File: config.mk
export PLATFORM = sky130hd
export DESIGN_NAME = sdl_dac_load
export DESIGN_NICKNAME = d
export VERILOG_FILES = /design/src/design/sdl_pkg.sv /design/src/design/sdl_pin_if.sv /design/src/design/sdl_pin_sync.sv /design/src/design/sdl_shift_path.sv /design/src/design/sdl_dac_load.sv
export SDC_FILE = /design/constraint.sdc
export NUM_CORES = 1
export LEC_CHECK = 0
export BUFFER_PORTS_ARGS = -buffer_cell sky130_fd_sc_hd__buf_2
export CAP_MARGIN = 20
export CORE_MARGIN = 8
export CORE_UTILIZATION = 49
export CTS_CLUSTER_DIAMETER = 150
export CTS_CLUSTER_SIZE = 20
export DETAILED_ROUTE_END_ITERATION = 7
export PLACE_DENSITY = 0.87
export SLEW_MARGIN = 10
export SYNTH_ARGS = -nofsm -noshare
export SYNTH_HDL_FRONTEND = slang
export SYNTH_SLANG_ARGS = --single-unit
export TNS_END_PERCENT = 10
File: constraint.sdc
create_clock -name i_sys_clk -period 3.1 [get_ports i_sys_clk]
set_input_delay 0.775 -clock i_sys_clk [delete_from_list [all_inputs] [get_ports i_sys_clk]]
set_output_delay 0.775 -clock i_sys_clk [all_outputs]
set_load 0.02 [all_outputs]
File: src/design/sdl_pkg.sv
// Shared constants for the serial DAC load logic.
// Assumes one system clock; all pins arrive asynchronous to it.
package sdl_pkg;

  ////////////////////////////////////////////////////////////////////////////
  // Word format
  localparam int          SDL_WORD_BITS   = 16;
  localparam logic [4:0]  SDL_WORD_COUNT  = 5'h10;          // Bits per word
  localparam logic [15:0] SDL_MIDSCALE    = 16'h8000;       // Zero-volt code
  localparam logic [15:0] SDL_OFFSET_FLIP = 16'h8000;       // Offset-binary sign bit

  ////////////////////////////////////////////////////////////////////////////
  // Reset values
  localparam logic [15:0] SDL_SHIFT_RESET = SDL_MIDSCALE;
  localparam logic [15:0] SDL_INPUT_RESET = SDL_MIDSCALE;
  localparam logic [15:0] SDL_DAC_RESET   = SDL_MIDSCALE;
  localparam logic [4:0]  SDL_COUNT_RESET = 5'h00;

  ////////////////////////////////////////////////////////////////////////////
  // Pin vector layout seen by the synchroniser
  localparam int SDL_NUM_PINS   = 6;
  localparam int SDL_PIN_SCLK   = 0;
  localparam int SDL_PIN_FRAME  = 1;
  localparam int SDL_PIN_SERIAL_DATA_IN   = 2;
  localparam int SDL_PIN_LOAD   = 3;
  localparam int SDL_PIN_CLEAR  = 4;
  localparam int SDL_PIN_PDOWN  = 5;
  localparam logic [5:0] SDL_PIN_RESET = 6'h3b;              // Idle levels

  ////////////////////////////////////////////////////////////////////////////
  // Timing
  localparam int SDL_SYS_CLK_MHZ    = 50;
  localparam int SDL_SCLK_MAX_MHZ   = 30;                    // Host limit
  localparam int SDL_SYNC_LATENCY   = 2;                     // Cycles pin to level

endpackage : sdl_pkg

File: src/design/sdl_pin_if.sv
// Interface carrying synchronised pin levels and their edges.
// Assumes producer and consumer share the system clock.
`timescale 1ns/100ps

interface sdl_pin_if;
  import sdl_pkg::*;

  logic [SDL_NUM_PINS-1:0] level;
  logic [SDL_NUM_PINS-1:0] rise;
  logic [SDL_NUM_PINS-1:0] fall;

  // Synchroniser side
  modport src (output level, output rise, output fall);
  // Logic side
  modport dst (input level, input rise, input fall);
endinterface : sdl_pin_if

File: src/design/sdl_pin_sync.sv
// Two-stage synchroniser with edge detection for every pin.
// Assumes pins toggle slower than a quarter of the system clock.
`timescale 1ns/100ps

module sdl_pin_sync
  import sdl_pkg::*;
(
  // Clock and reset
  input  wire logic                    i_sys_clk,
  input  wire logic                    i_rst,
  // Raw pins
  input  wire logic [SDL_NUM_PINS-1:0] i_pins,
  // Synchronised view
  sdl_pin_if.src                       pin_bus
);

  typedef struct packed {
    logic [SDL_NUM_PINS-1:0] meta;
    logic [SDL_NUM_PINS-1:0] stable;
    logic [SDL_NUM_PINS-1:0] prev;
  } sdl_sync_state_t;

  sdl_sync_state_t state_reg;
  sdl_sync_state_t state_next;

  // Stage shift: meta feeds only stable
  always_comb begin
    state_next        = state_reg;
    state_next.meta   = i_pins;
    state_next.stable = state_reg.meta;
    state_next.prev   = state_reg.stable;
  end

  // State register
  always_ff @(posedge i_sys_clk or posedge i_rst) begin
    if (i_rst) begin
      state_reg <= {SDL_PIN_RESET, SDL_PIN_RESET, SDL_PIN_RESET};
    end else begin
      state_reg <= state_next;
    end
  end

  // Edge pulses from the stable and previous stages
  for (genvar g = 0; g < SDL_NUM_PINS; g++) begin : g_edge
    assign pin_bus.level[g] = state_reg.stable[g];
    assign pin_bus.rise[g]  = state_reg.stable[g] & ~state_reg.prev[g];
    assign pin_bus.fall[g]  = ~state_reg.stable[g] & state_reg.prev[g];
  end

endmodule // sdl_pin_sync

File: src/design/sdl_shift_path.sv
// Input shift register, bit counter and serial data out source.
// Assumes edges arrive from the pin synchroniser on the same clock.
`timescale 1ns/100ps

module sdl_shift_path
  import sdl_pkg::*;
(
  // Clock and reset
  input  wire logic        i_sys_clk,
  input  wire logic        i_rst,
  // Synchronised pins
  sdl_pin_if.dst           pin_bus,
  // Readback source
  input  wire logic [15:0] i_dac_code,
  // Word out
  output logic      [15:0] o_word,
  output logic             o_word_done,
  output logic             o_shift_pulse,
  output logic             o_sdo_bit
);

  typedef struct packed {
    logic [15:0] shift;
    logic [4:0]  count;
  } sdl_shift_state_t;

  sdl_shift_state_t state_reg;
  sdl_shift_state_t state_next;
  logic             frame_fall;
  logic             shift_now;

  // Shift only inside a frame, on serial clock falls
  assign frame_fall = pin_bus.fall[SDL_PIN_FRAME];
  assign shift_now  = ~pin_bus.level[SDL_PIN_FRAME] & pin_bus.fall[SDL_PIN_SCLK] & ~frame_fall;

  // Next state
  always_comb begin
    state_next = state_reg;
    if (frame_fall) begin
      state_next.shift = i_dac_code;
      state_next.count = SDL_COUNT_RESET;
    end else if (shift_now) begin
      state_next.shift = {state_reg.shift[14:0], pin_bus.level[SDL_PIN_SERIAL_DATA_IN]};
      if (state_reg.count != SDL_WORD_COUNT) begin
        state_next.count = state_reg.count + 5'h01;
      end
    end
  end

  // State register
  always_ff @(posedge i_sys_clk or posedge i_rst) begin
    if (i_rst) begin
      state_reg <= {SDL_SHIFT_RESET, SDL_COUNT_RESET};
    end else begin
      state_reg <= state_next;
    end
  end

  // Outgoing bit is the register MSB: readback first, then input delayed 16
  assign o_sdo_bit     = state_reg.shift[15];
  assign o_word        = state_reg.shift;
  assign o_word_done   = pin_bus.rise[SDL_PIN_FRAME] & (state_reg.count == SDL_WORD_COUNT);
  assign o_shift_pulse = shift_now;
endmodule // sdl_shift_path

File: src/design/sdl_dac_load.sv
// Top of the serial DAC load logic: pins in, DAC code and serial out.
// Assumes a 50 MHz system clock and a serial clock far slower than it.
`timescale 1ns/100ps

module sdl_dac_load
  import sdl_pkg::*;
(
  // Clock and reset
  input  wire logic        i_sys_clk,
  input  wire logic        i_rst,
  // Serial link pins
  input  wire logic        i_frame_sel_n,
  input  wire logic        i_serial_clk,
  input  wire logic        i_serial_data_in,
  // Control pins
  input  wire logic        i_load_output_strobe_n,
  input  wire logic        i_clear_output_n,
  input  wire logic        i_power_down_n,
  // Open-drain serial data out
  output logic             o_serial_data_out,
  output logic             o_serial_data_out_oe,
  // Converter side
  output logic      [15:0] o_input_code,
  output logic      [15:0] o_dac_code,
  output logic      [15:0] o_ladder_code,
  output logic      [15:0] o_bipolar_code,
  output logic             o_output_cleared,
  output logic             o_power_down
);

  ////////////////////////////////////////////////////////////////////////////
  // Pin synchronisation and shift path

  sdl_pin_if pin_bus ();

  logic [SDL_NUM_PINS-1:0] raw_pins;
  logic [15:0]             word;
  logic                    word_done;
  logic                    shift_pulse;
  logic                    sdo_bit;

  // Pack pins in package order
  always_comb begin
    raw_pins                 = SDL_PIN_RESET;
    raw_pins[SDL_PIN_SCLK]   = i_serial_clk;
    raw_pins[SDL_PIN_FRAME]  = i_frame_sel_n;
    raw_pins[SDL_PIN_SERIAL_DATA_IN]   = i_serial_data_in;
    raw_pins[SDL_PIN_LOAD]   = i_load_output_strobe_n;
    raw_pins[SDL_PIN_CLEAR]  = i_clear_output_n;
    raw_pins[SDL_PIN_PDOWN]  = i_power_down_n;
  end

  sdl_pin_sync u_sync (
    .i_sys_clk (i_sys_clk),
    .i_rst     (i_rst),
    .i_pins    (raw_pins),
    .pin_bus   (pin_bus.src)
  );

  sdl_shift_path u_shift (
    .i_sys_clk     (i_sys_clk),
    .i_rst         (i_rst),
    .pin_bus       (pin_bus.dst),
    .i_dac_code    (o_dac_code),
    .o_word        (word),
    .o_word_done   (word_done),
    .o_shift_pulse (shift_pulse),
    .o_sdo_bit     (sdo_bit)
  );

  ////////////////////////////////////////////////////////////////////////////
  // Load state

  typedef struct packed {
    logic [15:0] input_reg;
    logic [15:0] dac_reg;
    logic [15:0] ladder_reg;
    logic [15:0] bipolar_reg;
    logic        sync_mode;
    logic        cleared;
    logic        power_down;
  } sdl_load_state_t;

  sdl_load_state_t state_reg;
  sdl_load_state_t state_next;
  logic            frame_high;
  logic            load_low;
  logic            load_fall;
  logic            clear_low;
  logic            clear_fall;
  logic            dac_load;

  assign frame_high = pin_bus.level[SDL_PIN_FRAME];
  assign load_low   = ~pin_bus.level[SDL_PIN_LOAD];
  assign load_fall  = pin_bus.fall[SDL_PIN_LOAD];
  assign clear_low  = ~pin_bus.level[SDL_PIN_CLEAR];
  assign clear_fall = pin_bus.fall[SDL_PIN_CLEAR];

  // Next state
  always_comb begin
    state_next = state_reg;
    dac_load   = 1'b0;
    // Note whether load strobe was low during the shifting
    if (pin_bus.fall[SDL_PIN_FRAME]) begin
      state_next.sync_mode = load_low;
    end else if (shift_pulse && load_low) begin
      state_next.sync_mode = 1'b1;
    end
    // Completed word: input register, and DAC if synchronous
    if (word_done) begin
      state_next.input_reg = word;
      if (state_reg.sync_mode || load_low) begin
        state_next.dac_reg = word;
        dac_load           = 1'b1;
      end
    end else if (load_fall && frame_high) begin
      state_next.dac_reg = state_reg.input_reg;
      dac_load           = 1'b1;
    end
    // Clear holds zero volts until clear released and next update
    state_next.cleared = clear_fall | (state_reg.cleared & (clear_low | ~dac_load));
    state_next.ladder_reg  = state_next.cleared ? SDL_MIDSCALE : state_next.dac_reg;
    state_next.bipolar_reg = state_next.ladder_reg ^ SDL_OFFSET_FLIP;
    state_next.power_down  = ~pin_bus.level[SDL_PIN_PDOWN];
  end

  // State register
  always_ff @(posedge i_sys_clk or posedge i_rst) begin
    if (i_rst) begin
      state_reg.input_reg   <= SDL_INPUT_RESET;
      state_reg.dac_reg     <= SDL_DAC_RESET;
      state_reg.ladder_reg  <= SDL_DAC_RESET;
      state_reg.bipolar_reg <= SDL_DAC_RESET ^ SDL_OFFSET_FLIP;
      state_reg.sync_mode   <= 1'b0;
      state_reg.cleared     <= 1'b0;
      state_reg.power_down  <= 1'b0;
    end else begin
      state_reg <= state_next;
    end
  end

  ////////////////////////////////////////////////////////////////////////////
  // Outputs

  // Open drain: pull low only for a zero inside a frame
  assign o_serial_data_out    = 1'b0;
  assign o_serial_data_out_oe = ~frame_high & ~sdo_bit;
  assign o_input_code         = state_reg.input_reg;
  assign o_dac_code           = state_reg.dac_reg;
  assign o_ladder_code        = state_reg.ladder_reg;
  assign o_bipolar_code       = state_reg.bipolar_reg;
  assign o_output_cleared     = state_reg.cleared;
  assign o_power_down         = state_reg.power_down;
endmodule // sdl_dac_load

# == Yosys cells after proc, flatten, opt, wreduce, memory -nomap -nowiden ==
# Index checks and enable logic that the tools add are counted.
# totals
reg_bits,105
in_bits,8
output_inout_bits,68
# op_classes
addsub,1
n_eq_ne,2
mux,12
bitwise_logic,22
n_reduce_logical,7
# ops
operator,n
16-bit 2-to-1 mux,4
21-bit 2-to-1 mux,2
1-bit bitwise AND,10
1-bit inverter,10
2-bit nonzero test,3
5-bit by 1-bit adder with 5-bit output (second input constant),1
5-bit equality test (second input constant),1
1-bit 2-to-1 mux,5
5-bit 2-to-1 mux,1
5-bit != test (second input constant),1
1-bit logical AND,2
1-bit bitwise OR,2
2-bit AND reduction,1
1-bit logical OR,1

# == Longest topological paths before layout ==
# Gate-level depths: netlist of the first run.
# depth
depth_word,11
depth_mapped,10
ltp_nobuf,6

# == By module ==
# From an unflattened synthesis of the first run, not the netlist that was laid out.
# hier_totals
hier_cells,396
area_unflattened_um2,4525.6
# modules_own_cells
mod,instances,cells_per_inst,area_per_inst_um2
sdl_dac_load,1,240,2740.1
sdl_shift_path,1,119,1162.4
sdl_pin_sync,1,37,623.1

# == Worst setup path before layout of the first run ==
# OpenSTA, ideal clock, no wires.
# synth_timing
kind,reg2reg
from,reg u_shift.state_reg[0] (netlist name)
to,reg state_reg (netlist bit o_bipolar_code[10])
t_arrival_ns,1.881
slack_ns,1.132
path_stages_with_launch,11
n_path_buf,4
synth_period_minus_slack_ns,1.968
path_cell_list,dfrtp_1 > inv_1 > ha_1 > nor4bb_2 > buf_6 > a211o_1 > buf_6 > a31o_1 > buf_6 > buf_6 > a211oi_2
# synth_lines
item,line_no,rtl
"start, declared",sdl_shift_path.sv:27,sdl_shift_state_t state_reg;
"start signal, assigned",sdl_shift_path.sv:53,"state_reg <= {SDL_SHIFT_RESET, SDL_COUNT_RESET};"
"start signal, assigned",sdl_shift_path.sv:55,state_reg <= state_next;
"end signal, assigned",sdl_dac_load.sv:138,state_reg <= state_next;
"end, declared",sdl_dac_load.sv:84,sdl_load_state_t state_reg;

==> results of run 1 <==
## per-layer routing
layer	wire (µm)	up-vias	track usage (%)
li1	-	1086	-
met1	3140	1216	17.4
met2	4100	108	24.6
met3	685	15	5.60
met4	155	0	6.42
met5	0	-	0
## cells in the final DEF, fill, tap and decap left out, types with 2 or more instances in the layout
cell type | synthesis | final
clkinv_2 | 0 | 2
inv_1 | 38 | 37
a211oi_2 | 8 | 8
buf_2 | 6 | 74
buf_4 | 65 | 7
clkinvlp_4 | 0 | 2
a21oi_1 | 17 | 17
a222oi_1 | 16 | 16
nor2_1 | 10 | 10
nand2_1 | 3 | 3
dfstp_2 | 18 | 18
mux2_2 | 15 | 15
dfrtp_1 | 71 | 71
xor2_1 | 3 | 3
nand4_1 | 2 | 2
nor2b_1 | 2 | 2
a211oi_1 | 7 | 7
o22ai_1 | 16 | 16
clkbuf_8 | 0 | 12
ha_1 | 2 | 2
## Yosys cell counts (all sizes together)
cell type / count
and2: 1
inv: 38
nand3: 2
a211oi: 15
nor3b: 1
nor2: 10
a222oi: 16
dfrtp: 71
nand4bb: 1
nand2b: 1
nand4: 2
o21ba: 1
conb: 1
xor2: 3
a2111oi: 1
o21ai: 1
nor2b: 2
or2: 1
xnor2: 1
mux2: 15
a211o: 1
a21oi: 17
ha: 2
a311oi: 1
nand2: 3
clkbuf: 4
or3b: 1
buf: 75
and4: 1
dfstp: 18
o22ai: 16
nor4bb: 1
a31o: 1
## kinds of logic (layout without fill, tap and decap cells)
| family | Yosys count | in the layout | synth area share, % |
|---|---|---|---|
| adders and majority gates | 2 | 2 | 0.640 |
| xor gates and xnor gates | 4 | 4 | 0.896 |
| and+or+nand+nor | 27 | 27 | 4.10 |
| other | 1 | 1 | 0.0959 |
| buffers and inverters | 117 | 136 | 18.4 |
| AOI/OAI and AO/OA | 70 | 70 | 14.0 |
| muxes | 15 | 15 | 4.32 |
| DFF | 89 | 89 | 57.5 |
## cell type report
type / count / area, µm² / share of cell area, %
sequential: 89 / 2250 / 54.6
multi-input combinational: 119 / 941 / 22.8
timing repair buffer: 82 / 443 / 10.8
clock buffer: 12 / 165 / 4.01
inverter: 38 / 144 / 3.49
tap: 102 / 128 / 3.10
clock inverter: 4 / 50.0 / 1.21
## worst paths after layout
kind | start | to | depth (start not counted) | slack (ps)
max in group asynchronous | i_rst | u_sync.state_reg[4]$_DFF_PP1_ | 3 | 1910
worst min register to register | u_sync.state_next[8]$_DFF_PP0_ | u_sync.pin_bus.level[2]$_DFF_PP0_ | 0 | 350
worst max register to register | u_shift.state_reg[0]$_DFFE_PP0P_ | o_bipolar_code[5]$_DFF_PP0_ | 7 | 550
worst min-delay path | u_sync.state_next[8]$_DFF_PP0_ | u_sync.pin_bus.level[2]$_DFF_PP0_ | 0 | 350
min in group asynchronous | i_rst | u_shift.o_word[8]$_DFFE_PP0P_ | 2 | 450
worst max-delay path | u_shift.state_reg[0]$_DFFE_PP0P_ | o_bipolar_code[5]$_DFF_PP0_ | 7 | 550
## metrics by stage
step | instances | hold WS, ps
finish | 446 | 354
global route | 446 | 359
CTS | 446 | 355
detailed placement | 430 | 338
global placement | 430 | 333
floorplan | 325 | 331
## power by group through the flow
stage	registers (mW)	clock network [mW]	logic (mW)
after global placement	1.38	0	0.329
after CTS	1.36	0.845	0.346
final	1.36	0.824	0.341
after global routing	1.38	0.893	0.375
after floorplan	1.36	0	0.313
after detailed placement	1.38	0	0.344
## worst reg2reg max path, stage by stage (launching register included)
cell	delay, ps
dfrtp_1	430
inv_1	70
ha_1	170
nor4bb_2	480
a211o_1	450
and2_1	320
buf_4	350
a211oi_1	170
==> key figures, run 1 <==
Die
  – Initial Util: 50.6%
  – Num ports: 76
  – Placeable Area: 7730 µm²
  – Chip height: 105 µm
  – Full die area: 11,100 µm²
  – Die Wd: 105 µm
  – # rows: 32

Worst hold path
  – Hold/Removal Path Class: flop to flop

Clocking
  – Hold Buf Count CTS: 0
  – CTS tree: done
  – Root buffer cell: clkbuf_8
  – Clock Tree Buf Depth: 2
  – Clock tree sinks: 89
  – Worst-skew pair later-pin latency: 350 ps
  – H-tree levels: 3
  – Clock transition at the registers of the reported paths: 80 ps
  – Post-CTS Resized: 0
  – Post-CTS setup buffers: 0
  – Number of CTS-inserted buffers: 9

Placed design
  – Hpwl dp: 5.53 mm
  – Worst setup slack after placement: 588 ps
  – Placed Area: 3910 µm²
  – Routability cong.: 0.808
  – I/O Buffers: 74

Pwr
  – Sequential power share: 53.9%
  – Clock power share: 32.6%
  – Maximum vdd drop: 0.266 mV
  – Leakage: 2.13 nW
  – Power per cell area: 614 nW/µm²
  – Comb pwr share: 13.5%
  – Overall Power: 2.53 mW
  – Sw Pwr: 700 µW
  – Sw frac: 27.7%
  – Pint: 1.83 mW

Timing
  – Crit path time final: 2550 ps
  – Clk_skew: 6.55 ps
  – Final Cycle Share: 82.4%
  – Worst rel slew slack: 46.4%
  – Final setup viols: 0
  – Slew Viols, Final: 0
  – Highest Clock Rate: 391 MHz
  – Final TNS setup: 0 ps
  – RSZ-0062 raised after global routing: false
  – Hold Vio Cnt, Final: 0
  – Worst setup margin: 545 ps
  – Worst slew pin tran: 803 ps

Finish
  – Antenna Cells: 0
  – Design area: 4120 µm²
  – Core utilization of the finished layout: 53.3%
  – Layout area overhead: 5.34%
  – Filler cell count: 647
  – Final net count: 349
  – Layout cells sized above 1: 41.9%

Setup path
  – Worst setup EP type: flop
  – CP startpoint kind: flop
  – Critical Path, Cell by Cell: inv_1 > ha_1 > nor4bb_2 > a211o_1 > and2_1 > buf_4 > a211oi_1
  – WP data arrival: 2780 ps
  – Worst Path Class, Setup: flop to flop
  – CP max stage delay: 480 ps
  – Delay-heaviest family, CP: simple AND/OR/NAND/NOR gates
  – Slowest-stage cell, CP: nor4bb_2
  – CP max FO: 24
  – Critical path data required time: 3320 ps
  – CP Buf/Inv Count: 2

Routing
  – Final Routed Wirelength: 8.08 mm
  – Via count: 2,425
  – DRC: 0
  – Pre-antenna DRT Iters: 5
  – Iter 0 DRT Violations: 242
  – Vias per cell: 5.44
  – Antenna-violating nets left: 0
  – Routed WL per cell: 18.1 µm

Synth
  – Synthesized instance count: 325
  – Syn Area/Cell: 12.0 µm²
  – Synth warnings: 0
  – Post-Syn Area: 3910 µm²
  – Synth top area share: 45.4%
  – Yosys reg bits: 89
  – Register area share after synthesis: 57.5%
  – Top cells by area, synth: dfrtp_1 45%, buf_4 12%, dfstp_2 12%
  – Cell taking the most area after synthesis: dfrtp_1
  – Distinct cells, synth: 37
  – Syn Nets: 335

GRT
  – Antenna violations before repair: 0
  – First-pass GRT wire length: 13.3 mm
  – Largest net degree at the start of global routing: 58
  – Vias in the first global route: 2,543
  – Total gr overflow: 0
  – Gr usage total: 15.0%

Status
  – Status: finished, final reports clean

Run
  – Maxcap violations: 0
Note: power is estimated with default switching activity, not from simulation.
==> run 2: changes to the inputs <==
clock period = 2.3 ns   (was 3.1 ns; I/O delays follow)
==> run 2 against run 1 <==
First-iteration DRC count increased by 18%. Worst hold slack got worse by 46 ps. Utilization increased by 0.36 points. Clock power increased by 19%. Wire length increased by 1.8%. Total power increased by 30%. Die area unchanged. Sequential share of layout area decreased by 0.36 points. Critical path depth increased by 1. Register-to-register slack got worse by 360 ps. Combinational power increased by 36%. Largest cell class unchanged. Largest power group unchanged.
==> key figures, run 2 (synthesis gave the netlist of run 1 again) <==
Die
  – Placeable Area: 7730 µm²
  – Full die area: 11,100 µm²
  – Initial Util: 50.6%
  – Die Wd: 105 µm
  – # rows: 32
  – Chip height: 105 µm
  – Num ports: 76

Setup path
  – CP max FO: 14
  – Slowest-stage cell, CP: dfrtp_1
  – Critical path data required time: 2560 ps
  – Worst setup EP type: flop
  – Worst Path Class, Setup: flop to flop
  – FF-to-FF path depth: 8
  – CP startpoint kind: flop
  – WP data arrival: 2370 ps
  – CP Buf/Inv Count: 3
  – Critical Path, Cell by Cell: inv_1 > ha_1 > nor4bb_2 > buf_4 > nand3_2 > and2_1 > buf_4 > a211oi_1
  – Worst R2R Setup Slack: 190 ps
  – R2r startpoint: u_shift.state_reg[0]$_DFFE_PP0P_
  – Worst r2r dst: o_bipolar_code[0]$_DFF_PP0_
  – CP max stage delay: 430 ps
  – Delay-heaviest family, CP: simple AND/OR/NAND/NOR gates
  – Most frequent CP cell: buf_4

Finish
  – Most frequent cells in the layout: 74 x buf_2, 71 x dfrtp_1, 37 x inv_1
  – Layout cells sized above 1: 43.5%
  – Antenna Cells: 0
  – Commonest non-fill, non-tap cell in the layout: buf_2
  – Layout area overhead: 6.05%
  – Final net count: 357

GRT
  – Total gr overflow: 0
  – First-pass GRT wire length: 13.5 mm
  – Largest net degree at the start of global routing: 90
  – Antenna violations before repair: 0
  – Vias in the first global route: 2,608
  – Gr usage total: 15.3%

Worst hold path
  – Hold/Removal Path Class: input pin to flop
  – Hold EP: u_sync.state_next[9]$_DFF_PP1_
  – Hold Crit Depth: 1
  – Hold Crit Start: i_load_output_strobe_n

Routing
  – Pre-antenna DRT Iters: 5
  – Via count: 2,481
  – Iter 0 DRT Violations: 285
  – Antenna-violating nets left: 0
  – DRC: 0
  – Final Routed Wirelength: 8.22 mm
  – Routed WL per cell: 18.1 µm
  – Vias per cell: 5.46

Clocking
  – Clock transition at the registers of the reported paths: 90 ps
  – Root buffer cell: clkbuf_8
  – Worst-skew pair later-pin latency: 350 ps
  – H-tree levels: 3
  – CTS tree: done
  – Clock Tree Buf Depth: 2
  – Hold Buf Count CTS: 0
  – Clock tree sinks: 89
  – Number of CTS-inserted buffers: 9

Pwr
  – Leakage: 2.15 nW
  – Maximum vdd drop: 0.416 mV
  – Power per cell area: 791 nW/µm²

Placed design
  – I/O Buffers: 74
  – Hpwl dp: 5.85 mm
  – Worst setup slack after placement: 118 ps
  – Routability cong.: 0.832

Timing
  – RSZ-0062 raised after global routing: false
  – Hold Vio Cnt, Final: 0
  – Highest Clock Rate: 473 MHz
  – Worst slew pin tran: 634 ps
  – Hold_ws: 308 ps
  – Final Cycle Share: 91.8%
  – Worst setup margin: 188 ps
  – Slew Viols, Final: 0
  – Crit path time final: 2110 ps
  – Worst rel slew slack: 57.6%
  – Clk_skew: 6.76 ps
  – Final TNS setup: 0 ps
  – Final setup viols: 0

Run
  – Maxcap violations: 0

Status
  – Status: finished, final reports clean
[run 2: cell types whose count changed in the layout (fill, tap and decap cells not counted)]
| cell | delta |
|---|---|
| clkbuf_8 | -2 |
| inv_6 | +1 |
| clkinvlp_4 | +1 |
| a31o_2 | +1 |
| buf_4 | +8 |
| clkinv_4 | +1 |
| a31o_1 | -1 |
| bufinv_16 | -1 |
[run 2: where the power goes]
part | switching, mW | internal [mW] | leakage, nW
registers | 0.127 | 1.71 | 1.11
clock network | 0.553 | 0.424 | 0.0887
logic | 0.298 | 0.164 | 0.951
total | 0.979 | 2.30 | 2.15
[run 2: worst max-delay path by stage]
stage / slack, ps / cells past startpoint / start / endpoint
2_1_floorplan: 330 / 10 / u_shift.state_reg[0]$_DFFE_PP0P_ / o_bipolar_code[10]$_DFF_PP0_
3_3_place_gp: 170 / 6 / u_shift.state_reg[0]$_DFFE_PP0P_ / o_bipolar_code[14]$_DFF_PP0_
3_5_place_dp: 120 / 7 / u_shift.state_reg[0]$_DFFE_PP0P_ / o_ladder_code[15]$_DFF_PP1_
4_1_cts: 100 / 7 / u_shift.state_reg[0]$_DFFE_PP0P_ / o_bipolar_code[14]$_DFF_PP0_
5_1_grt: 80 / 8 / u_shift.state_reg[0]$_DFFE_PP0P_ / o_bipolar_code[11]$_DFF_PP0_
6_report: 190 / 8 / u_shift.state_reg[0]$_DFFE_PP0P_ / o_bipolar_code[0]$_DFF_PP0_
[run 2: final cells by class]
cell class | instances | area [µm²]
Clock buffer | 10 | 138
Clock inverter | 6 | 42.5
Fill cell | 645 | 3580
Inverter | 38 | 146
Multi-Input combinational cell | 119 | 941
Sequential cell | 89 | 2250
Tap cell | 102 | 128
Timing Repair Buffer | 90 | 503
[run 2: worst reg2reg max path, delay by kind of cell (launching register included)]
family,cells,cell delay (ps)
AND/OR/NAND/NOR,3,650
adder cells (fa/ha/maj),1,160
flip-flops,1,430
AO/OA/AOI/OAI,1,270
buffers and inverters,3,510
[run 2: through the flow]
| stage | power [mW] | util [%] | area (µm²) | instances |
|---|---|---|---|---|
| 2_1_floorplan | 2.25 | - | 3920 | 325 |
| 3_3_place_gp | 2.31 | 51.3 | 3970 | 438 |
| 3_5_place_dp | 2.34 | 51.3 | 3970 | 438 |
| 4_1_cts | 3.30 | 53.7 | 4150 | 454 |
| 5_1_grt | 3.45 | 53.7 | 4150 | 454 |
| 6_report | 3.28 | 53.7 | 4150 | 454 |
[run 2: metal layers]
layer | GRT usage (%) | part of all wire (%)
met2 | 24.3 | 49
met1 | 18.2 | 41
met3 | 5.05 | 7.2
met5 | 0 | 0
met4 | 8.05 | 3.1
[run 2: timing repair]
| item | in CTS | in global routing |
|---|---|---|
| resized for setup | 0 | 1 |
| endpoints found under the setup margin | 0 | 4 |
| setup buffers | 0 | 0 |
==> run 3: changes to the inputs <==
CORE_MARGIN = 4   (was 8)
==> run 3 against run 2 <==
Clock skew up 1.2 ps. Worst hold slack worse by 11 ps. Critical endpoint is now o_bipolar_code[1]$_DFF_PP0_. Largest power group unchanged. Via count fell by 1.7%. Wire length decreased by 3.2%. Combinational power increased by 2%.
==> key figures, run 3 (synthesis gave the netlist of run 1 again) <==
Timing
  – Hold Vio Cnt, Final: 0
  – Final setup viols: 0
  – RSZ-0062 raised after global routing: false
  – Final TNS setup: 0 ps
  – Hold_ws: 297 ps
  – Crit path time final: 2100 ps
  – Final Cycle Share: 91.2%
  – Slew Viols, Final: 0
  – Highest Clock Rate: 477 MHz
  – Worst rel slew slack: 56.1%
  – Worst slew pin tran: 658 ps
  – Clk_skew: 8.00 ps
  – Worst setup margin: 202 ps

Placed design
  – Placed insts: 438
  – Worst setup slack after placement: 19.9 ps
  – Routability cong.: 0.874
  – I/O Buffers: 74
  – Hpwl dp: 5.62 mm

Routing
  – Final Routed Wirelength: 7.96 mm
  – Top Layer Used: met4
  – Vias per cell: 5.37
  – Pre-antenna DRT Iters: 6
  – Met3 Wirelength: 624 µm
  – Met2 WL: 3.92 mm
  – Via count: 2,438
  – Antenna-violating nets left: 0
  – M1 wire length: 3.18 mm
  – Iter 0 DRT Violations: 235
  – Routed WL per cell: 17.5 µm
  – DRC: 0

Setup path
  – Worst R2R Setup Slack: 200 ps
  – Worst setup EP type: flop
  – WP data arrival: 2360 ps
  – Slowest-stage cell, CP: dfrtp_1
  – FF-to-FF path depth: 7
  – Worst r2r dst: o_bipolar_code[1]$_DFF_PP0_
  – CP startpoint kind: flop
  – R2r startpoint: u_shift.state_reg[0]$_DFFE_PP0P_
  – Critical Path, Cell by Cell: inv_1 > ha_1 > nor4bb_4 > nand3_2 > a31o_2 > buf_4 > a211oi_1
  – Worst Path Class, Setup: flop to flop
  – CP max stage delay: 430 ps
  – CP max FO: 11
  – Critical path data required time: 2560 ps

Finish
  – Final net count: 357
  – Most frequent cells in the layout: 74 x buf_2, 71 x dfrtp_1, 37 x inv_1
  – Layout area overhead: 7.17%
  – Core utilization of the finished layout: 54.2%
  – Filler cell count: 648
  – Non-filler instance count after layout: 454
  – Antenna Cells: 0
  – Storage cell area: 2250 µm²
  – Multi-input logic area: 956 µm²
  – Layout cells sized above 1: 43.5%
  – Commonest non-fill, non-tap cell in the layout: buf_2

Die
  – Chip height: 97.3 µm
  – # rows: 32
  – Num ports: 76
  – Die Wd: 97.3 µm
  – Full die area: 9480 µm²
  – Placeable Area: 7730 µm²
  – Initial Util: 50.6%

Clocking
  – Clock transition at the registers of the reported paths: 90 ps
  – H-tree levels: 3
  – Hold Buf Count CTS: 0
  – Root buffer cell: clkbuf_8
  – Clock Tree Buf Depth: 2
  – CTS tree: done
  – Clock tree sinks: 89
  – Worst-skew pair later-pin latency: 360 ps
  – Number of CTS-inserted buffers: 9

GRT
  – Gr usage total: 17.3%
  – First-pass GRT wire length: 12.9 mm
  – Total gr overflow: 0
  – Antenna violations before repair: 0
  – Vias in the first global route: 2,574
  – Largest net degree at the start of global routing: 42

Pwr
  – Maximum vdd drop: 0.292 mV
  – Leakage: 2.15 nW
  – Power per cell area: 802 nW/µm²

Status
  – Status: finished, final reports clean

Worst hold path
  – Hold/Removal Path Class: input pin to async pin

Run
  – Maxcap violations: 0
==> run 3: cell count changes in the layout (fill, tap and decap cells not counted), sizes merged <==
cell	before	now
clkinv	3	0
bufinv	0	1
clkinvlp	3	5
==> run 3: report_power, final <==
| group | switching, mW | internal (mW) | total [mW] |
|---|---|---|---|
| Clock | 0.551 | 0.505 | 1.06 |
| Sequential | 0.122 | 1.71 | 1.84 |
| Combinational | 0.299 | 0.172 | 0.471 |
| Total | 0.971 | 2.39 | 3.36 |
==> run 3: final cells by class <==
cell class                      count  share of cell area (%)
Sequential cell                    89                    53.7
Multi-Input combinational cell    119                    22.8
Timing Repair Buffer               90                    12.3
Inverter                           38                    3.49
Clock buffer                       10                    3.04
Tap cell                          102                    3.04
Clock inverter                      6                    1.64
==> run 3: through the flow <==
stage,power [mW],instance area [µm²]
finish,3.36,4190
global route,3.51,4190
CTS,3.39,4190
detailed placement,2.33,3980
global placement,2.31,3980
floorplan,2.25,3920
==> run 3: how the worst max path moves through the flow <==
stage                                     startpoint                           end  slack [ps]  cells after the start
CTS                 u_shift.state_reg[0]$_DFFE_PP0P_   o_bipolar_code[1]$_DFF_PP0_         120                      7
global route        u_shift.state_reg[0]$_DFFE_PP0P_   o_bipolar_code[0]$_DFF_PP0_          10                      7
finish              u_shift.state_reg[0]$_DFFE_PP0P_   o_bipolar_code[1]$_DFF_PP0_         200                      7
global placement    u_shift.state_reg[0]$_DFFE_PP0P_   o_bipolar_code[0]$_DFF_PP0_         220                      7
floorplan           u_shift.state_reg[0]$_DFFE_PP0P_  o_bipolar_code[10]$_DFF_PP0_         330                     10
detailed placement  u_shift.state_reg[0]$_DFFE_PP0P_   o_bipolar_code[1]$_DFF_PP0_          20                      7
==> run 3: worst max-delay path: cells and delay by family (launching register included) <==
| family | cells | cell delay (ps) |
|---|---|---|
| flip-flops | 1 | 430 |
| buffers and inverters | 2 | 260 |
| AND/OR/NAND/NOR | 2 | 530 |
| adder cells (fa/ha/maj) | 1 | 180 |
| AO/OA/AOI/OAI | 2 | 600 |
==> run 3: per-layer routing <==
| layer | global-route usage (%) | vias to the layer above |
|---|---|---|
| li1 | - | 1099 |
| met1 | 21.1 | 1203 |
| met2 | 27.5 | 117 |
| met3 | 4.52 | 19 |
| met4 | 10.6 | 0 |
| met5 | 0 | - |
==> run 3: what timing repair did <==
item | 4_1_cts | 5_1_grt
resized for setup | 2 | 1
setup buffers | 0 | 0
endpoints found under the setup margin | 2 | 3
cloned | 0 | 0
